## src/hdl/rcf_pkg.sv

```systemverilog
// Package of register offsets, field positions and reset values for the reset-cause flags block
package rcf_pkg;

   // ==========================================================================
   // Register map (byte addresses)
   // ==========================================================================
   localparam logic [3:0] RCF_CAUSE_OFFS = 4'h0;
   localparam logic [3:0] RCF_MASK_OFFS  = 4'h4;
   localparam logic [3:0] RCF_IRQST_OFFS = 4'h8;

   // ==========================================================================
   // Flag positions in the cause register
   // ==========================================================================
   localparam int RCF_HVD_BIT    = 29;
   localparam int RCF_CFGERR_BIT = 27;
   localparam int RCF_CFGFAIL_BIT = 26;
   localparam int RCF_BATPOR_BIT = 17;
   localparam int RCF_VBEXIT_BIT = 16;
   localparam int RCF_DSLP_BIT   = 10;
   localparam int RCF_CFGMIS_BIT = 9;
   localparam int RCF_EXT_BIT    = 7;
   localparam int RCF_SW_BIT     = 6;
   localparam int RCF_DEADMAN_BIT = 5;
   localparam int RCF_WDOG_BIT   = 4;
   localparam int RCF_SLEEP_BIT  = 3;
   localparam int RCF_IDLE_BIT   = 2;
   localparam int RCF_BO_BIT     = 1;
   localparam int RCF_POR_BIT    = 0;

   // ==========================================================================
   // Masks and reset values
   // ==========================================================================
   localparam logic [31:0] RCF_IMPL_MASK  = 32'h2c03_06ff;
   localparam logic [31:0] RCF_HWCLR_MASK = 32'h0c00_0000;
   localparam logic [31:0] RCF_CAUSE_RST  = 32'h0003_0003;
   localparam logic [31:0] RCF_MASK_RST   = 32'h0000_0000;
   localparam logic [1:0]  RCF_RESP_OKAY   = 2'b00;
   localparam logic [1:0]  RCF_RESP_SLVERR = 2'b10;

endpackage : rcf_pkg

```

## src/hdl/rcf_flags.sv

```systemverilog
// Reset-cause and wake-cause flag register with AXI4-Lite access and interrupt
//
// Added by the designer: the AXI4-Lite slave port and the placing of the registers.
`timescale 1ns/100ps
module rcf_flags
(
   // Clock and reset
   input  wire logic        clk_sys_in,
   input  wire logic        arst_n_in,
   // Event inputs, one-cycle pulses or levels on clk_sys_in
   input  wire logic        ddr_supply_overvoltage_in,
   input  wire logic        primary_config_error_in,
   input  wire logic        config_failure_in,
   input  wire logic        config_error_clear_in,
   input  wire logic        battery_domain_poweron_in,
   input  wire logic        battery_exit_in,
   input  wire logic        deep_sleep_in,
   input  wire logic        config_mismatch_reset_in,
   input  wire logic        master_clear_pin_in,
   input  wire logic        software_reset_in,
   input  wire logic        deadman_timer_in,
   input  wire logic        watchdog_timeout_in,
   input  wire logic        sleep_wake_in,
   input  wire logic        idle_wake_in,
   input  wire logic        brownout_in,
   input  wire logic        poweron_in,
   // AXI4-Lite write address
   input  wire logic        s_axi_awvalid,
   output logic             s_axi_awready,
   input  wire logic [3:0]  s_axi_awaddr,
   // AXI4-Lite write data
   input  wire logic        s_axi_wvalid,
   output logic             s_axi_wready,
   input  wire logic [31:0] s_axi_wdata,
   input  wire logic [3:0]  s_axi_wstrb,
   // AXI4-Lite write response
   output logic             s_axi_bvalid,
   input  wire logic        s_axi_bready,
   output logic [1:0]       s_axi_bresp,
   // AXI4-Lite read address
   input  wire logic        s_axi_arvalid,
   output logic             s_axi_arready,
   input  wire logic [3:0]  s_axi_araddr,
   // AXI4-Lite read data
   output logic             s_axi_rvalid,
   input  wire logic        s_axi_rready,
   output logic [31:0]      s_axi_rdata,
   output logic [1:0]       s_axi_rresp,
   // Interrupt
   output logic             irq_out
);

   // ==========================================================================
   // Event vector
   // ==========================================================================
   logic [31:0] set_vec;
   logic [31:0] cause_q;
   logic [31:0] mask_q;

   always_comb
   begin
      set_vec = 32'h0000_0000;
      set_vec[rcf_pkg::RCF_HVD_BIT]     = ddr_supply_overvoltage_in;
      set_vec[rcf_pkg::RCF_CFGERR_BIT]  = primary_config_error_in;
      set_vec[rcf_pkg::RCF_CFGFAIL_BIT] = config_failure_in;
      set_vec[rcf_pkg::RCF_BATPOR_BIT]  = battery_domain_poweron_in;
      set_vec[rcf_pkg::RCF_VBEXIT_BIT]  = battery_exit_in;
      set_vec[rcf_pkg::RCF_DSLP_BIT]    = deep_sleep_in;
      set_vec[rcf_pkg::RCF_CFGMIS_BIT]  = config_mismatch_reset_in;
      set_vec[rcf_pkg::RCF_EXT_BIT]     = master_clear_pin_in;
      set_vec[rcf_pkg::RCF_SW_BIT]      = software_reset_in;
      set_vec[rcf_pkg::RCF_DEADMAN_BIT] = deadman_timer_in;
      set_vec[rcf_pkg::RCF_WDOG_BIT]    = watchdog_timeout_in;
      set_vec[rcf_pkg::RCF_SLEEP_BIT]   = sleep_wake_in;
      set_vec[rcf_pkg::RCF_IDLE_BIT]    = idle_wake_in;
      set_vec[rcf_pkg::RCF_BO_BIT]      = brownout_in;
      set_vec[rcf_pkg::RCF_POR_BIT]     = poweron_in;
   end

   // ==========================================================================
   // AXI4-Lite write path
   // ==========================================================================
   logic        aw_held_q;
   logic        w_held_q;
   logic [3:0]  awaddr_q;
   logic [31:0] wdata_q;
   logic [3:0]  wstrb_q;
   logic        wr_go;
   logic [31:0] wr_bits;

   // Accept each channel once; hold until the response is taken
   assign s_axi_awready = !aw_held_q && !s_axi_bvalid;
   assign s_axi_wready  = !w_held_q && !s_axi_bvalid;
   assign wr_go         = aw_held_q && w_held_q && !s_axi_bvalid;

   always_comb
   begin
      wr_bits = 32'h0000_0000;
      for (int i = 0; i < 4; i++)
      begin
         if (wstrb_q[i])
         begin
            wr_bits[i*8 +: 8] = wdata_q[i*8 +: 8];
         end
      end
   end

   always_ff @(posedge clk_sys_in or negedge arst_n_in)
   begin
      if (!arst_n_in)
      begin
         aw_held_q <= 1'b0;
         awaddr_q  <= 4'h0;
      end
      else if (s_axi_awvalid && s_axi_awready)
      begin
         aw_held_q <= 1'b1;
         awaddr_q  <= s_axi_awaddr;
      end
      else if (wr_go)
      begin
         aw_held_q <= 1'b0;
      end
   end

   always_ff @(posedge clk_sys_in or negedge arst_n_in)
   begin
      if (!arst_n_in)
      begin
         w_held_q <= 1'b0;
         wdata_q  <= 32'h0000_0000;
         wstrb_q  <= 4'h0;
      end
      else if (s_axi_wvalid && s_axi_wready)
      begin
         w_held_q <= 1'b1;
         wdata_q  <= s_axi_wdata;
         wstrb_q  <= s_axi_wstrb;
      end
      else if (wr_go)
      begin
         w_held_q <= 1'b0;
      end
   end

   always_ff @(posedge clk_sys_in or negedge arst_n_in)
   begin
      if (!arst_n_in)
      begin
         s_axi_bvalid <= 1'b0;
         s_axi_bresp  <= rcf_pkg::RCF_RESP_OKAY;
      end
      else if (wr_go)
      begin
         s_axi_bvalid <= 1'b1;
         if (awaddr_q == rcf_pkg::RCF_CAUSE_OFFS || awaddr_q == rcf_pkg::RCF_MASK_OFFS ||
             awaddr_q == rcf_pkg::RCF_IRQST_OFFS)
         begin
            s_axi_bresp <= rcf_pkg::RCF_RESP_OKAY;
         end
         else
         begin
            s_axi_bresp <= rcf_pkg::RCF_RESP_SLVERR;
         end
      end
      else if (s_axi_bready)
      begin
         s_axi_bvalid <= 1'b0;
      end
   end

   // ==========================================================================
   // Cause register
   // ==========================================================================
   logic wr_cause;
   logic wr_w1c;

   assign wr_cause = wr_go && (awaddr_q == rcf_pkg::RCF_CAUSE_OFFS);
   assign wr_w1c   = wr_go && (awaddr_q == rcf_pkg::RCF_IRQST_OFFS);

   // Per-bit update; a hardware set wins over any software write or clear
   generate
      for (genvar b = 0; b < 32; b++)
      begin : g_flag
         if (rcf_pkg::RCF_IMPL_MASK[b])
         begin : g_impl
            always_ff @(posedge clk_sys_in or negedge arst_n_in)
            begin
               if (!arst_n_in)
               begin
                  cause_q[b] <= rcf_pkg::RCF_CAUSE_RST[b];
               end
               else if (set_vec[b])
               begin
                  cause_q[b] <= 1'b1;
               end
               else if (rcf_pkg::RCF_HWCLR_MASK[b] && config_error_clear_in)
               begin
                  cause_q[b] <= 1'b0;
               end
               else if (wr_cause && wstrb_q[b/8])
               begin
                  cause_q[b] <= wdata_q[b];
               end
               else if (wr_w1c && wr_bits[b])
               begin
                  cause_q[b] <= 1'b0;
               end
            end
         end
         else
         begin : g_unimpl
            assign cause_q[b] = 1'b0;
         end
      end
   endgenerate

   // ==========================================================================
   // Interrupt mask
   // ==========================================================================
   always_ff @(posedge clk_sys_in or negedge arst_n_in)
   begin
      if (!arst_n_in)
      begin
         mask_q <= rcf_pkg::RCF_MASK_RST;
      end
      else if (wr_go && awaddr_q == rcf_pkg::RCF_MASK_OFFS)
      begin
         for (int i = 0; i < 4; i++)
         begin
            if (wstrb_q[i])
            begin
               mask_q[i*8 +: 8] <= wdata_q[i*8 +: 8] & rcf_pkg::RCF_IMPL_MASK[i*8 +: 8];
            end
         end
      end
   end

   assign irq_out = |(cause_q & mask_q);

   // ==========================================================================
   // AXI4-Lite read path
   // ==========================================================================
   assign s_axi_arready = !s_axi_rvalid;

   always_ff @(posedge clk_sys_in or negedge arst_n_in)
   begin
      if (!arst_n_in)
      begin
         s_axi_rvalid <= 1'b0;
         s_axi_rdata  <= 32'h0000_0000;
         s_axi_rresp  <= rcf_pkg::RCF_RESP_OKAY;
      end
      else if (s_axi_arvalid && s_axi_arready)
      begin
         s_axi_rvalid <= 1'b1;
         s_axi_rresp  <= rcf_pkg::RCF_RESP_OKAY;
         if (s_axi_araddr == rcf_pkg::RCF_CAUSE_OFFS || s_axi_araddr == rcf_pkg::RCF_IRQST_OFFS)
         begin
            s_axi_rdata <= cause_q & rcf_pkg::RCF_IMPL_MASK;
         end
         else if (s_axi_araddr == rcf_pkg::RCF_MASK_OFFS)
         begin
            s_axi_rdata <= mask_q;
         end
         else
         begin
            s_axi_rdata <= 32'h0000_0000;
            s_axi_rresp <= rcf_pkg::RCF_RESP_SLVERR;
         end
      end
      else if (s_axi_rready)
      begin
         s_axi_rvalid <= 1'b0;
      end
   end
endmodule : rcf_flags

```

## config.mk

```make
export PLATFORM = sky130hd
export DESIGN_NAME = rcf_flags
export DESIGN_NICKNAME = d
export VERILOG_FILES = /design/src/hdl/rcf_pkg.sv /design/src/hdl/rcf_flags.sv
export SDC_FILE = /design/constraint.sdc
export NUM_CORES = 1
export LEC_CHECK = 0
export BUFFER_PORTS_ARGS = -buffer_cell sky130_fd_sc_hd__buf_4
export CAP_MARGIN = 20
export CORE_ASPECT_RATIO = 0.6
export CORE_MARGIN = 2
export CORE_UTILIZATION = 40
export CTS_BUF_LIST = sky130_fd_sc_hd__clkbuf_8 sky130_fd_sc_hd__clkbuf_16
export CTS_CLUSTER_SIZE = 16
export DETAILED_ROUTE_END_ITERATION = 6
export PLACE_DENSITY_LB_ADDON = 0.12
export SYNTH_ARGS = -nofsm -noshare
export SYNTH_HDL_FRONTEND = slang
export SYNTH_SLANG_ARGS = --single-unit
```

## constraint.sdc

```tcl
create_clock -name clk_sys_in -period 2 [get_ports clk_sys_in]
set_input_delay 0.1 -clock clk_sys_in [delete_from_list [all_inputs] [get_ports clk_sys_in]]
set_output_delay 0.1 -clock clk_sys_in [all_outputs]
set_load 0.01 [all_outputs]
```

---- Word level (Yosys, flattened, before mapping) ----
Cells that the tools add are included.
cells by class
  add/sub/neg operators ................... 0
  muxes and demuxes ....................... 63
  multiply operators ...................... 0
  divide/modulo/power cells ............... 0
  order comparisons ....................... 0
  reductions and logical operators ........ 62
  equal/unequal tests ..................... 4
  shift-type cells ........................ 0
  bitwise gates (word level) .............. 1
operators by type and width
  operator              number
  $mux W1               54
  $reduce_bool A3 Y1    13
  $mux W32              1
  $reduce_or A32 Y1     1
  $and A30 B30 Y30      1
  $mux W30              1
  $logic_and A1 B1 Y1   29
  $eq A4 B3 Y1 const B  2
  $eq A4 B4 Y1 const B  2
  $logic_not A4 Y1      2
  $mux W2               4
  $mux W8               1
  $reduce_and A2 Y1     4
  $reduce_bool A2 Y1    4
  $reduce_bool A4 Y1    2
  $mux W6               1
  $logic_not A1 Y1      4
  $logic_or A1 B1 Y1    3
  $mux W3               1
word-level totals
  input port bits ......................... 67
  bits in latches ......................... 0
  memories ................................ 0
  bits in read-only memories .............. 0
  register bits ........................... 108
  bits in writable memories ............... 0
  output and inout bits ................... 42
  word-level logic and storage cells ...... 159

---- Longest topological paths before layout ----
Gate-level depths: netlist of run 1.
  depth in word-level cells ............... 8
  gate-level depth with buffers ........... 5

---- Worst setup path before layout of run 1 ----
No wires, ideal clock.
  path kind ............................... flip-flop to flip-flop
  start point ............................. register awaddr_q[1]
  end point ............................... register mask_q[0]
  setup time .............................. 0.125 ns
  data arrival time ....................... 1.636 ns
  setup slack ............................. 0.239 ns
  cell stages (with the launch flop) ...... 4
  required time ........................... 1.875 ns
  period minus slack after synthesis ...... 1.761 ns
  cells stage by stage .................... dfrtp_1 -> or4b_4 -> nor3_4 -> mux2_2
on the way
  cells in the longest elaborated chain, start to end .. 3
RTL lines
  element                             RTL line          text
  from (decl)                         rcf_flags.sv:85   logic [3:0] awaddr_q;
  from (signal assigned)              rcf_flags.sv:118  awaddr_q <= s_axi_awaddr;
  $eq A4 B3 Y1                        rcf_flags.sv:227  else if (wr_go && awaddr_q == rcf_pkg::RCF_MASK_OFFS)
  $logic_and A1 B1 Y1                 rcf_flags.sv:227
  $reduce_and A2 Y1 (no source line)  n/a
  to (signal assigned)                rcf_flags.sv:225  mask_q <= rcf_pkg::RCF_MASK_RST;
  to (signal, indexed assignment)     rcf_flags.sv:233  mask_q[i*8 +: 8] <= wdata_q[i*8 +: 8] & rcf_pkg::RCF_IMPL_MASK[i*8 +: 8];
  to (decl)                           rcf_flags.sv:58   logic [31:0] mask_q;
No other way between the ends.
A chain may end at the register's enable or synchronous reset.

---- Worst setup path in the final report of run 1 ----
  start point ............................. register awaddr_q[2]
  end point ............................... register mask_q[10]
The elaborated chain is that of the path after synthesis.

==> results of run 1 <==
## registers in the layout, indices dropped and copies added, names as in the netlist
| register | cells |
|---|---|
| cause_q | 15 |
| wdata_q | 15 |
| s_axi_bresp | 1 |
| mask_q | 15 |
| awaddr_q | 4 |
| s_axi_bvalid | 1 |
| s_axi_rdata | 15 |
| w_held_q | 1 |
| s_axi_rresp | 1 |
| aw_held_q | 1 |
| s_axi_rvalid | 1 |
| wstrb_q | 4 |
## timing repair
action | CTS | global route
gates resized for setup | 0 | 0
setup buffers | 0 | 0
hold buffers | 39 | 0
endpoints found under the hold margin | 75 | 0
## placed cells by master, fill, tap and decap left out, drive strengths merged
cell	instances
a2111oi	1
a21o	1
a21oi	1
a221o	12
a221oi	1
a222oi	1
a22o	1
a22oi	19
a311o	1
and2	2
and3	3
and3b	1
and4	1
buf	89
clkbuf	12
clkinv	3
conb	19
dfrtp	70
dfstp	4
dlygate4sd3	39
inv	12
mux2	38
nand2	16
nand2b	3
nand3b	1
nand4	1
nor2	6
nor2b	2
nor3	5
nor4b	4
o2111ai	8
o211ai	4
o21ai	17
o221ai	2
o31a	3
o31ai	1
or4	1
or4b	2
## area by class of cell
cell class              count  area share [%]
repair buffers            128            22.8
clock inverters             4           0.368
clock buffers              12            5.61
flip-flops and latches     74            39.1
multi-input cells         178            28.5
well taps                 108            2.84
inverters                  11           0.868
## worst paths after layout
path | end | slack [ns] | from
max | mask_q[10] | 0.20 | awaddr_q[2]
min | aw_held_q | 0.02 | s_axi_awvalid
max reg2reg | mask_q[10] | 0.20 | awaddr_q[2]
min reg2reg | s_axi_rdata[27] | 0.48 | s_axi_rdata[27]
max in group asynchronous | cause_q[1] | 1.05 | arst_n_in
min in group asynchronous | s_axi_bresp[1] | 0.30 | arst_n_in
## worst max-delay path, cell delays in order, from the launching register on
cell and delay [ns]:
dfrtp_1 0.47, or4b_4 0.55, nor3_1 0.28, mux2_2 0.38
## logic make-up (layout without fill, tap and decap cells)
family                 after synthesis  in the layout  share of synthesized area [%]
AOI/OAI and AO/OA                   73             73                           16.5
buffers and inverters               42            155                           6.82
DFF                                 74             74                           55.0
muxes                               38             38                           12.7
other                                1             19                          0.111
and+or+nand+nor                     48             48                           8.79
## through the flow
step | cells | cell area, um2 | setup WS, ns
5_1_grt | 515 | 4750 | 0.0741
2_1_floorplan | 294 | 3440 | 0.239
6_report | 515 | 4750 | 0.200
3_5_place_dp | 460 | 4080 | 0.200
3_3_place_gp | 460 | 4080 | 0.201
4_1_cts | 515 | 4750 | 0.187
## metal layers
layer,vias up,share of wire [%],wire length [um]
li1,1261,-,-
met1,1271,49,4120
met5,-,0,0
met2,95,41,3480
met4,0,1.3,109
met3,10,8.9,757
## power by group
group	internal (mW)	switching, mW
sequential	1.96	0.455
combinational	0.925	0.788
clock	0.927	0.597
total	3.81	1.84
==> impl_results.md, run 1 <==
* Critical Path AT at 2.03 ns
* Crit path max fanout at 7
* Worst EP required at 2.23 ns
* DIE AREA at 0.00921 mm2
* Hpwl dp at 5.99 mm
* Vias at 2,637
* CTS tree: built
* Worst-Skew Late Latency at 0.34 ns
* Port Buffers at 72
* Hold Vio Cnt, Final at 0
* Status: complete, no violations
* Share of the synthesized area in the top cell type at 51.9%
* Minimum clock period at 1.80 ns
* Area growth syn-to-layout at 40.9%
* Clock Pin Slew Worst Setup and Hold Paths at 0.06 ns
* Syn_area_per_cell at 12.2 um2
* Yosys cell types at 45
* Ys flop type: dfrtp_1
* Max cap viols at 0
* Clk_skew at 0.00615 ns
* CTS Buffer Depth at 2
* Setup violators final at 0
* Top post-synthesis cells by area: dfrtp_1 (52%), mux2_2 (13%), a22oi_1 (4.2%)
* Post-synthesis cell area at 0.00337 mm2
* Final wirelength at 8.47 mm
* Period utilization at 90.0%
* Avg WL per Cell at 16.4 um
* Number of H-tree levels at 3
* First-iteration detailed-routing DRC count at 180
* Core area at 0.00804 mm2
* RSZ-0062 raised after global routing: no
* Post-synthesis sequential area ratio at 55.0%
* Die width at 123 um
* Met1 GRT Util at 29.1%
* Most common cell in the netlist: dfrtp_1
* Path type of the worst min-delay path: in2reg
* Smallest hold slack at 0.0182 ns
* Antenna cells at 0
* Fill cells at 681
* Global route overflow at 0
* DRC viols at 0
* Final Max Slew Viols at 0
* Actual slew at the worst max-slew pin at 0.568 ns
* TNS Setup at 0 ns
* FF/Latch Area at 0.00186 mm2
* Rel. slew slack at 61.6%
* Total Power at 5.65 mW
* WS Path Type: reg2reg
* Startpoint Class: flop
* Die height at 75.1 um
* Largest net degree at the start of global routing at 39
* YS warnings at 0
* Worst r2r path cells at 3
* FF+latch count, synth at 74
* Root Driver: clkbuf_16
* Grt met3 use at 5.68%
* Multi-input combinational cell area at 0.00135 mm2
* CP endpoint kind: flop
* Final Util at 59.1%
* Num Clock Sinks at 74
* Syn Inst Count at 276
* First-pass GRT wire length at 13.6 mm
* Hold Path Stages at 3
* Post-synth ARST share at 100%
* Post-route ant nets at 0
* Grt met2 use at 29.7%
* Number of flops mapped to enable cells by yosys at 0
* Starting Density at 42.0%
* Vias in the first global route at 2,575
* Initial antenna violation count at 0
* Final Wtd Congestion at 0.783
* Cell Rows at 25
* Highest Clock Rate at 0.556 GHz
* TritonCTS Buffers at 9
* Busiest layer in global routing: met2
* Leakage power at 2.12 nW
* Top post-synthesis cells by count: dfrtp_1 (70), mux2_2 (38), a22oi_1 (19), buf_4 (19)
* Yosys top cell by area: dfrtp_1
* Gr usage total at 20.5%
* VDD IR max at 589 uV
* Drt via density at 5.12
* PD cells at 1190 mW/mm2
* I/O pin count at 109
* Layout cells sized above 1 at 36.9%
* Fin nets at 469
* First-pass DRT Iterations at 4
Note: power is estimated with default switching activity, not from simulation.
==> run 2, diff against run 1 <==
- CORE_ASPECT_RATIO: 0.6 -> unset
- SETUP_SLACK_MARGIN: unset -> 0.5
==> run 2 against run 1 <==
- utilization increased by 0.45 points
- combinational power rose by 23%
- critical path type unchanged
- largest power group unchanged
- final area grew 2.5%
- largest cell class unchanged
==> impl_results.md, run 2 (synthesized netlist as in run 1, its figures left out) <==
* Status: complete, no violations
* Port Buffers at 72 (unchanged)
* RSZ-0062 raised after global routing: yes
* Switching share of total power at 34.2% (+1.6 points)
* Worst EP required at 2.22 ns (about the same)
* Hold Vio Cnt, Final at 0 (unchanged)
* Most frequent cells in the layout: buf_4 (86), dfrtp_1 (68), dlygate4sd3_1 (38)
* Drt via density at 5.20 (+1.6%)
* Root Driver: clkbuf_8
* Vias at 2,685 (+1.8%)
* Vias in the first global route at 2,569 (-0.23%)
* Gr usage total at 18.7% (-1.7 points)
* DIE AREA at 0.00918 mm2 (-0.26%)
* Reg2reg start: awaddr_q[2]
* Clk_skew at 0.00674 ns (+0.000588 ns)
* Clock Pin Slew Worst Setup and Hold Paths at 0.07 ns (about the same)
* Post-route ant nets at 0 (unchanged)
* Non-Filler Instances at 516 (+0.19%)
* WS Path Type: reg2reg
* Max cap viols at 0 (unchanged)
* Number of H-tree levels at 3 (unchanged)
* Final Max Slew Viols at 0 (unchanged)
* CP startpoint: awaddr_q[2]
* Worst setup path end: mask_q[4]
* Avg WL per Cell at 16.0 um (-2.6%)
* TNS Setup at 0 ns (unchanged)
* VDD IR max at 745 uV (+26%)
* Switching power at 1.87 mW (+1.6%)
* Period utilization at 89.6% (-0.42 points)
* Largest net degree at the start of global routing at 39 (unchanged)
* Area growth syn-to-layout at 44.4%
* First-pass DRT Iterations at 4 (unchanged)
* Highest Clock Rate at 0.558 GHz (+0.47%)
* Setup violators final at 0 (unchanged)
* Num Clock Sinks at 74 (unchanged)
* Pint at 3.60 mW (-5.4%)
* Final Wtd Congestion at 0.791 (+1.1%)
* Delay-heaviest family, CP: simple AND/OR/NAND/NOR gates
* CP Depth at 4 (+1)
* Worst-Skew Late Latency at 0.33 ns (about the same)
* Core area at 0.00818 mm2 (+1.7%)
* DRC viols at 0 (unchanged)
* Fill cells at 679 (-0.29%)
* Leakage power at 2.18 nW (+3.0%)
* FF-to-FF End: mask_q[4]
* CP Buf/Inv Count at 1 (+1)
* Global route overflow at 0 (unchanged)
* Clock power share at 17.2% (-9.8 points)
* Hpwl dp at 5.58 mm (-6.9%)
* Initial antenna violation count at 0 (unchanged)
* Crit-path slowest cell: or4b_4
* PD cells at 1120 mW/mm2 (-5.5%)
* TritonCTS Buffers at 9 (unchanged)
* Layout cells sized above 1 at 40.6% (+3.8 points)
* Starting Density at 41.3% (-0.70 points)
* CP max stage delay at 0.56 ns (about the same)
* Fin nets at 474 (+1.1%)
* First-pass GRT wire length at 13.0 mm (-4.9%)
* Leading cell type in the layout, fill and taps excluded: buf_4
* First-iteration detailed-routing DRC count at 107 (-41%)
* CTS Buffer Depth at 2 (unchanged)
* Antenna cells at 0 (unchanged)
* Path type of the worst min-delay path: in2reg
* Startpoint Class: flop
* Flop-to-flop setup slack at 0.21 ns (about the same)
* Placed cell count at 453 (-1.5%)
* Die height at 95.8 um (+28%)
* Crit path max fanout at 8 (+1)
* Die width at 95.8 um (-22%)
* Cell Rows at 33 (+32%)
* CP endpoint kind: flop
* CTS tree: built
* Worst r2r path cells at 4 (+1)
* Critical Path AT at 2.01 ns (-0.02 ns)
* I/O pin count at 109 (unchanged)
* Minimum clock period at 1.79 ns (-0.00840 ns)
* Final wirelength at 8.27 mm (-2.4%)
* Gate power share at 38.5% (+8.2 points)
* Sequential Power Share at 44.3% (+1.6 points)
* Worst path cell trace: or4b_4, nor3_4, buf_12, mux2_2
run 2: cell type report:
| cell class | instances | area [um2] | area share [%] |
|---|---|---|---|
| well taps | 105 | 131 | 2.70 |
| multi-input cells | 178 | 1480 | 30.4 |
| inverters | 11 | 41.3 | 0.847 |
| flip-flops and latches | 74 | 1860 | 38.2 |
| clock inverters | 6 | 27.5 | 0.565 |
| repair buffers | 133 | 1210 | 24.8 |
| clock buffers | 9 | 124 | 2.54 |
run 2: power groups by stage:
stage	Clock [mW]	Combinational (mW)	Sequential (mW)
CTS	0.969	1.81	2.39
detailed placement	0	1.59	2.42
global placement	0	1.56	2.41
finish	0.943	2.11	2.42
global route	1.03	2.30	2.49
floorplan	0	1.00	2.31
run 2: stage by stage:
stage	hold WS [ns]	util, %	setup slack [ns]	total power [mW]	area (um2)
3_3_place_gp	0.0998	49.6	0.175	3.96	4050
6_report	0.0161	59.6	0.208	5.47	4870
2_1_floorplan	-0.196	-	0.239	3.32	3450
4_1_cts	0.000616	56.9	0.216	5.17	4650
5_1_grt	0.0131	59.6	0.163	5.81	4870
3_5_place_dp	0.100	49.6	0.132	4.01	4050
run 2: worst min path at each step:
stage	slack, ns	depth (start not counted)	end	from
finish	0.02	2	awaddr_q[0]	s_axi_awaddr[0]
global route	0.01	2	awaddr_q[0]	s_axi_awaddr[0]
CTS	0.0006	2	wdata_q[2]	s_axi_wdata[2]
detailed placement	0.1	1	awaddr_q[2]	arst_n_in
global placement	0.1	1	awaddr_q[2]	arst_n_in
floorplan	-0.20	0	aw_held_q	arst_n_in
run 2: what timing repair did:
item                                    CTS  global route
pin swaps                                 3             2
gates resized for setup                  14            26
endpoints found under the setup margin   51            50
setup buffers                             4             3
hold buffers                             35             3
cloned                                    1             2
endpoints found under the hold margin    69             3
run 2: layer usage:
layer	global-route usage (%)	routed length, um	vias to the layer above
li1	-	-	1270
met1	27.0	3760	1301
met2	29.4	4020	109
met3	2.66	447	5
met4	6.07	38	0
met5	0	0	-
==> run 3, diff against run 2 <==
- CAP_MARGIN: 20 -> unset
- CELL_PAD_IN_SITES_DETAIL_PLACEMENT: unset -> 1
- CELL_PAD_IN_SITES_GLOBAL_PLACEMENT: unset -> 1
- CORE_UTILIZATION: 40 -> 39
==> run 3 against run 2 <==
- fmax down 5.2%
- sequential power about the same
- setup slack worse by 0.099 ns
- final area up 0.36%
- via count up 2.8%
- first-iteration DRC count up 37%
- utilization down 0.68 points
- register-to-register slack worse by 0.099 ns
- routed wire length up 19%
- clock skew about the same
- highest routed layer unchanged
- worst hold slack better by 0.012 ns
==> impl_results.md, run 3 (synthesized netlist as in run 1, its figures left out) <==
* Placed cell areas at 0.00407 mm2 (+0.49%)
* Post-route ant nets at 0 (unchanged)
* Core area at 0.00830 mm2 (+1.5%)
* Cell Rows at 33 (unchanged)
* Crit path max fanout at 7 (-1)
* Leading cell type in the layout, fill and taps excluded: buf_4
* Worst-Skew Late Latency at 0.35 ns (+0.02 ns)
* Placed cell count at 455 (+0.44%)
* Path type of the worst min-delay path: in2reg
* Antenna cells at 0 (unchanged)
* Pint at 3.80 mW (+5.4%)
* Worst EP required at 2.28 ns (+0.06 ns)
* Clock power share at 22.3% (+5.1 points)
* Status: complete, no violations
* Most frequent cells in the layout: buf_4 (89), dfrtp_1 (68), dlygate4sd3_1 (39)
* First-pass GRT wire length at 15.3 mm (+18%)
* Period utilization at 94.5% (+4.9 points)
* Largest net degree at the start of global routing at 44 (+13%)
* Hold Vio Cnt, Final at 0 (unchanged)
* Vias at 2,761 (+2.8%)
* Gate power share at 35.7% (-2.8 points)
* Fin nets at 476 (+0.42%)
* CTS Buffer Depth at 2 (unchanged)
* Avg WL per Cell at 19.0 um (+18%)
* CTS tree: built
* Critical Path AT at 2.17 ns (+0.16 ns)
* DRC viols at 0 (unchanged)
* Startpoint Class: flop
* Final Max Slew Viols at 0 (unchanged)
* Highest Clock Rate at 0.529 GHz (-5.2%)
* Die height at 97 um (+1.2%)
* WS Path Type: reg2reg
* Initial antenna violation count at 0 (unchanged)
* Hpwl dp at 6.17 mm (+11%)
* First-pass DRT Iterations at 4 (unchanged)
* Reg2reg start: awaddr_q[2]
* Setup violators final at 0 (unchanged)
* Drt via density at 5.32 (+2.2%)
* Final Wtd Congestion at 0.765 (-3.3%)
* FF-to-FF End: cause_q[16]
* Switching share of total power at 34.4% (+0.20 points)
* Num Clock Sinks at 74 (unchanged)
* Global route overflow at 0 (unchanged)
* Max cap viols at 0 (unchanged)
* Final Util at 58.9% (-0.68 points)
* CP endpoint kind: flop
* Clock Pin Slew Worst Setup and Hold Paths at 0.08 ns (about the same)
* Root Driver: clkbuf_8
* DIE AREA at 0.00941 mm2 (+2.5%)
* Die width at 97 um (+1.2%)
* Number of H-tree levels at 3 (unchanged)
* TritonCTS Buffers at 9 (unchanged)
* Actual slew at the worst max-slew pin at 0.809 ns
* Fill cells at 848 (+25%)
* Switching power at 1.99 mW (+6.3%)
* CP startpoint: awaddr_q[2]
* Final wirelength at 9.85 mm (+19%)
* Non-Filler Instances at 519 (+0.58%)
* Sequential Power Share at 42.0% (-2.3 points)
* Flop-to-flop setup slack at 0.11 ns (-0.10 ns)
* First-iteration detailed-routing DRC count at 147 (+37%)
* Starting Density at 40.6% (-0.62 points)
* RSZ-0062 raised after global routing: yes
* I/O pin count at 109 (unchanged)
* Area growth syn-to-layout at 45.0%
* PD cells at 1180 mW/mm2 (+5.4%)
* Clk_skew at 0.00714 ns (+0.000396 ns)
* Worst r2r path cells at 3 (-1)
* VDD IR max at 662 uV (-11%)
* Minimum clock period at 1.89 ns (+0.0986 ns)
* Worst setup path end: cause_q[16]
* TNS Setup at 0 ns (unchanged)
* Gr usage total at 20.5% (+1.7 points)
* Final instance area at 0.00489 mm2 (+0.36%)
* Layout cells sized above 1 at 41.5% (+0.91 points)
* Rel. slew slack at 45.3%
* Vias in the first global route at 2,943 (+15%)
* Leakage power at 2.17 nW (-0.45%)
* Port Buffers at 72 (unchanged)
run 3: cell count changes in the layout (fill, tap and decap cells not counted), sizes merged:
| cell | before | now |
|---|---|---|
| bufinv | 0 | 2 |
| clkinv | 5 | 3 |
| buf | 93 | 94 |
| clkbuf | 11 | 12 |
| clkinvlp | 0 | 1 |
| dlygate4sd3 | 38 | 39 |
| inv | 12 | 11 |
run 3: final cells by class:
cell class                      instances  area, um2  share of cell area (%)
Inverter                               11       42.5                   0.870
Multi-Input combinational cell        178       1450                    29.6
Sequential cell                        74       1860                    38.0
Timing Repair Buffer                  135       1190                    24.4
Tap cell                              105        131                    2.69
Clock buffer                           10        138                    2.81
Clock inverter                          6       81.3                    1.66
run 3: timing repair:
item                                   in CTS  in global routing
gates cloned                                1                  3
buffers inserted                            4                  1
setup endpoints to repair                  50                 51
hold buffers                               39                  0
pin swaps                                   1                  7
endpoints found under the hold margin      78                  0
resized for setup                          19                  9
run 3: worst max-delay path: stages (launching register included):
cell and delay, ns:
dfrtp_2 0.47, nor4b_1 0.70, o211ai_1 0.23, a221o_1 0.42
run 3: through the flow:
step,hold slack [ns],setup slack (ns),total power [mW]
finish,0.0276,0.110,5.79
global route,0.0476,0.137,6.11
CTS,0.0103,0.217,5.61
detailed placement,0.136,0.163,4.08
global placement,0.130,0.207,4.01
floorplan,-0.196,0.239,3.32
run 3: layer usage:
| metal | share of wire [%] | GRT usage (%) | vias to the layer above |
|---|---|---|---|
| li1 | - | - | 1268 |
| met1 | 43 | 26.9 | 1380 |
| met2 | 51 | 34.1 | 99 |
| met3 | 4.6 | 4.12 | 14 |
| met4 | 2.0 | 6.72 | 0 |
| met5 | 0 | 0 | - |
run 3: how the worst min path moves through the flow:
stage	endpoint	start	slack, ns	depth (start not counted)
2_1_floorplan	aw_held_q	arst_n_in	-0.20	0
3_3_place_gp	awaddr_q[3]	arst_n_in	0.13	1
3_5_place_dp	awaddr_q[2]	arst_n_in	0.14	1
4_1_cts	aw_held_q	s_axi_awvalid	0.01	3
5_1_grt	aw_held_q	s_axi_awvalid	0.05	3
6_report	aw_held_q	s_axi_awvalid	0.03	3
run 3: power groups by stage:
stage	combinational, mW	sequential, mW	clock (mW)
5_1_grt	2.22	2.51	1.38
3_5_place_dp	1.65	2.42	0
6_report	2.07	2.43	1.29
3_3_place_gp	1.61	2.40	0
4_1_cts	1.89	2.41	1.31
2_1_floorplan	1.00	2.31	0
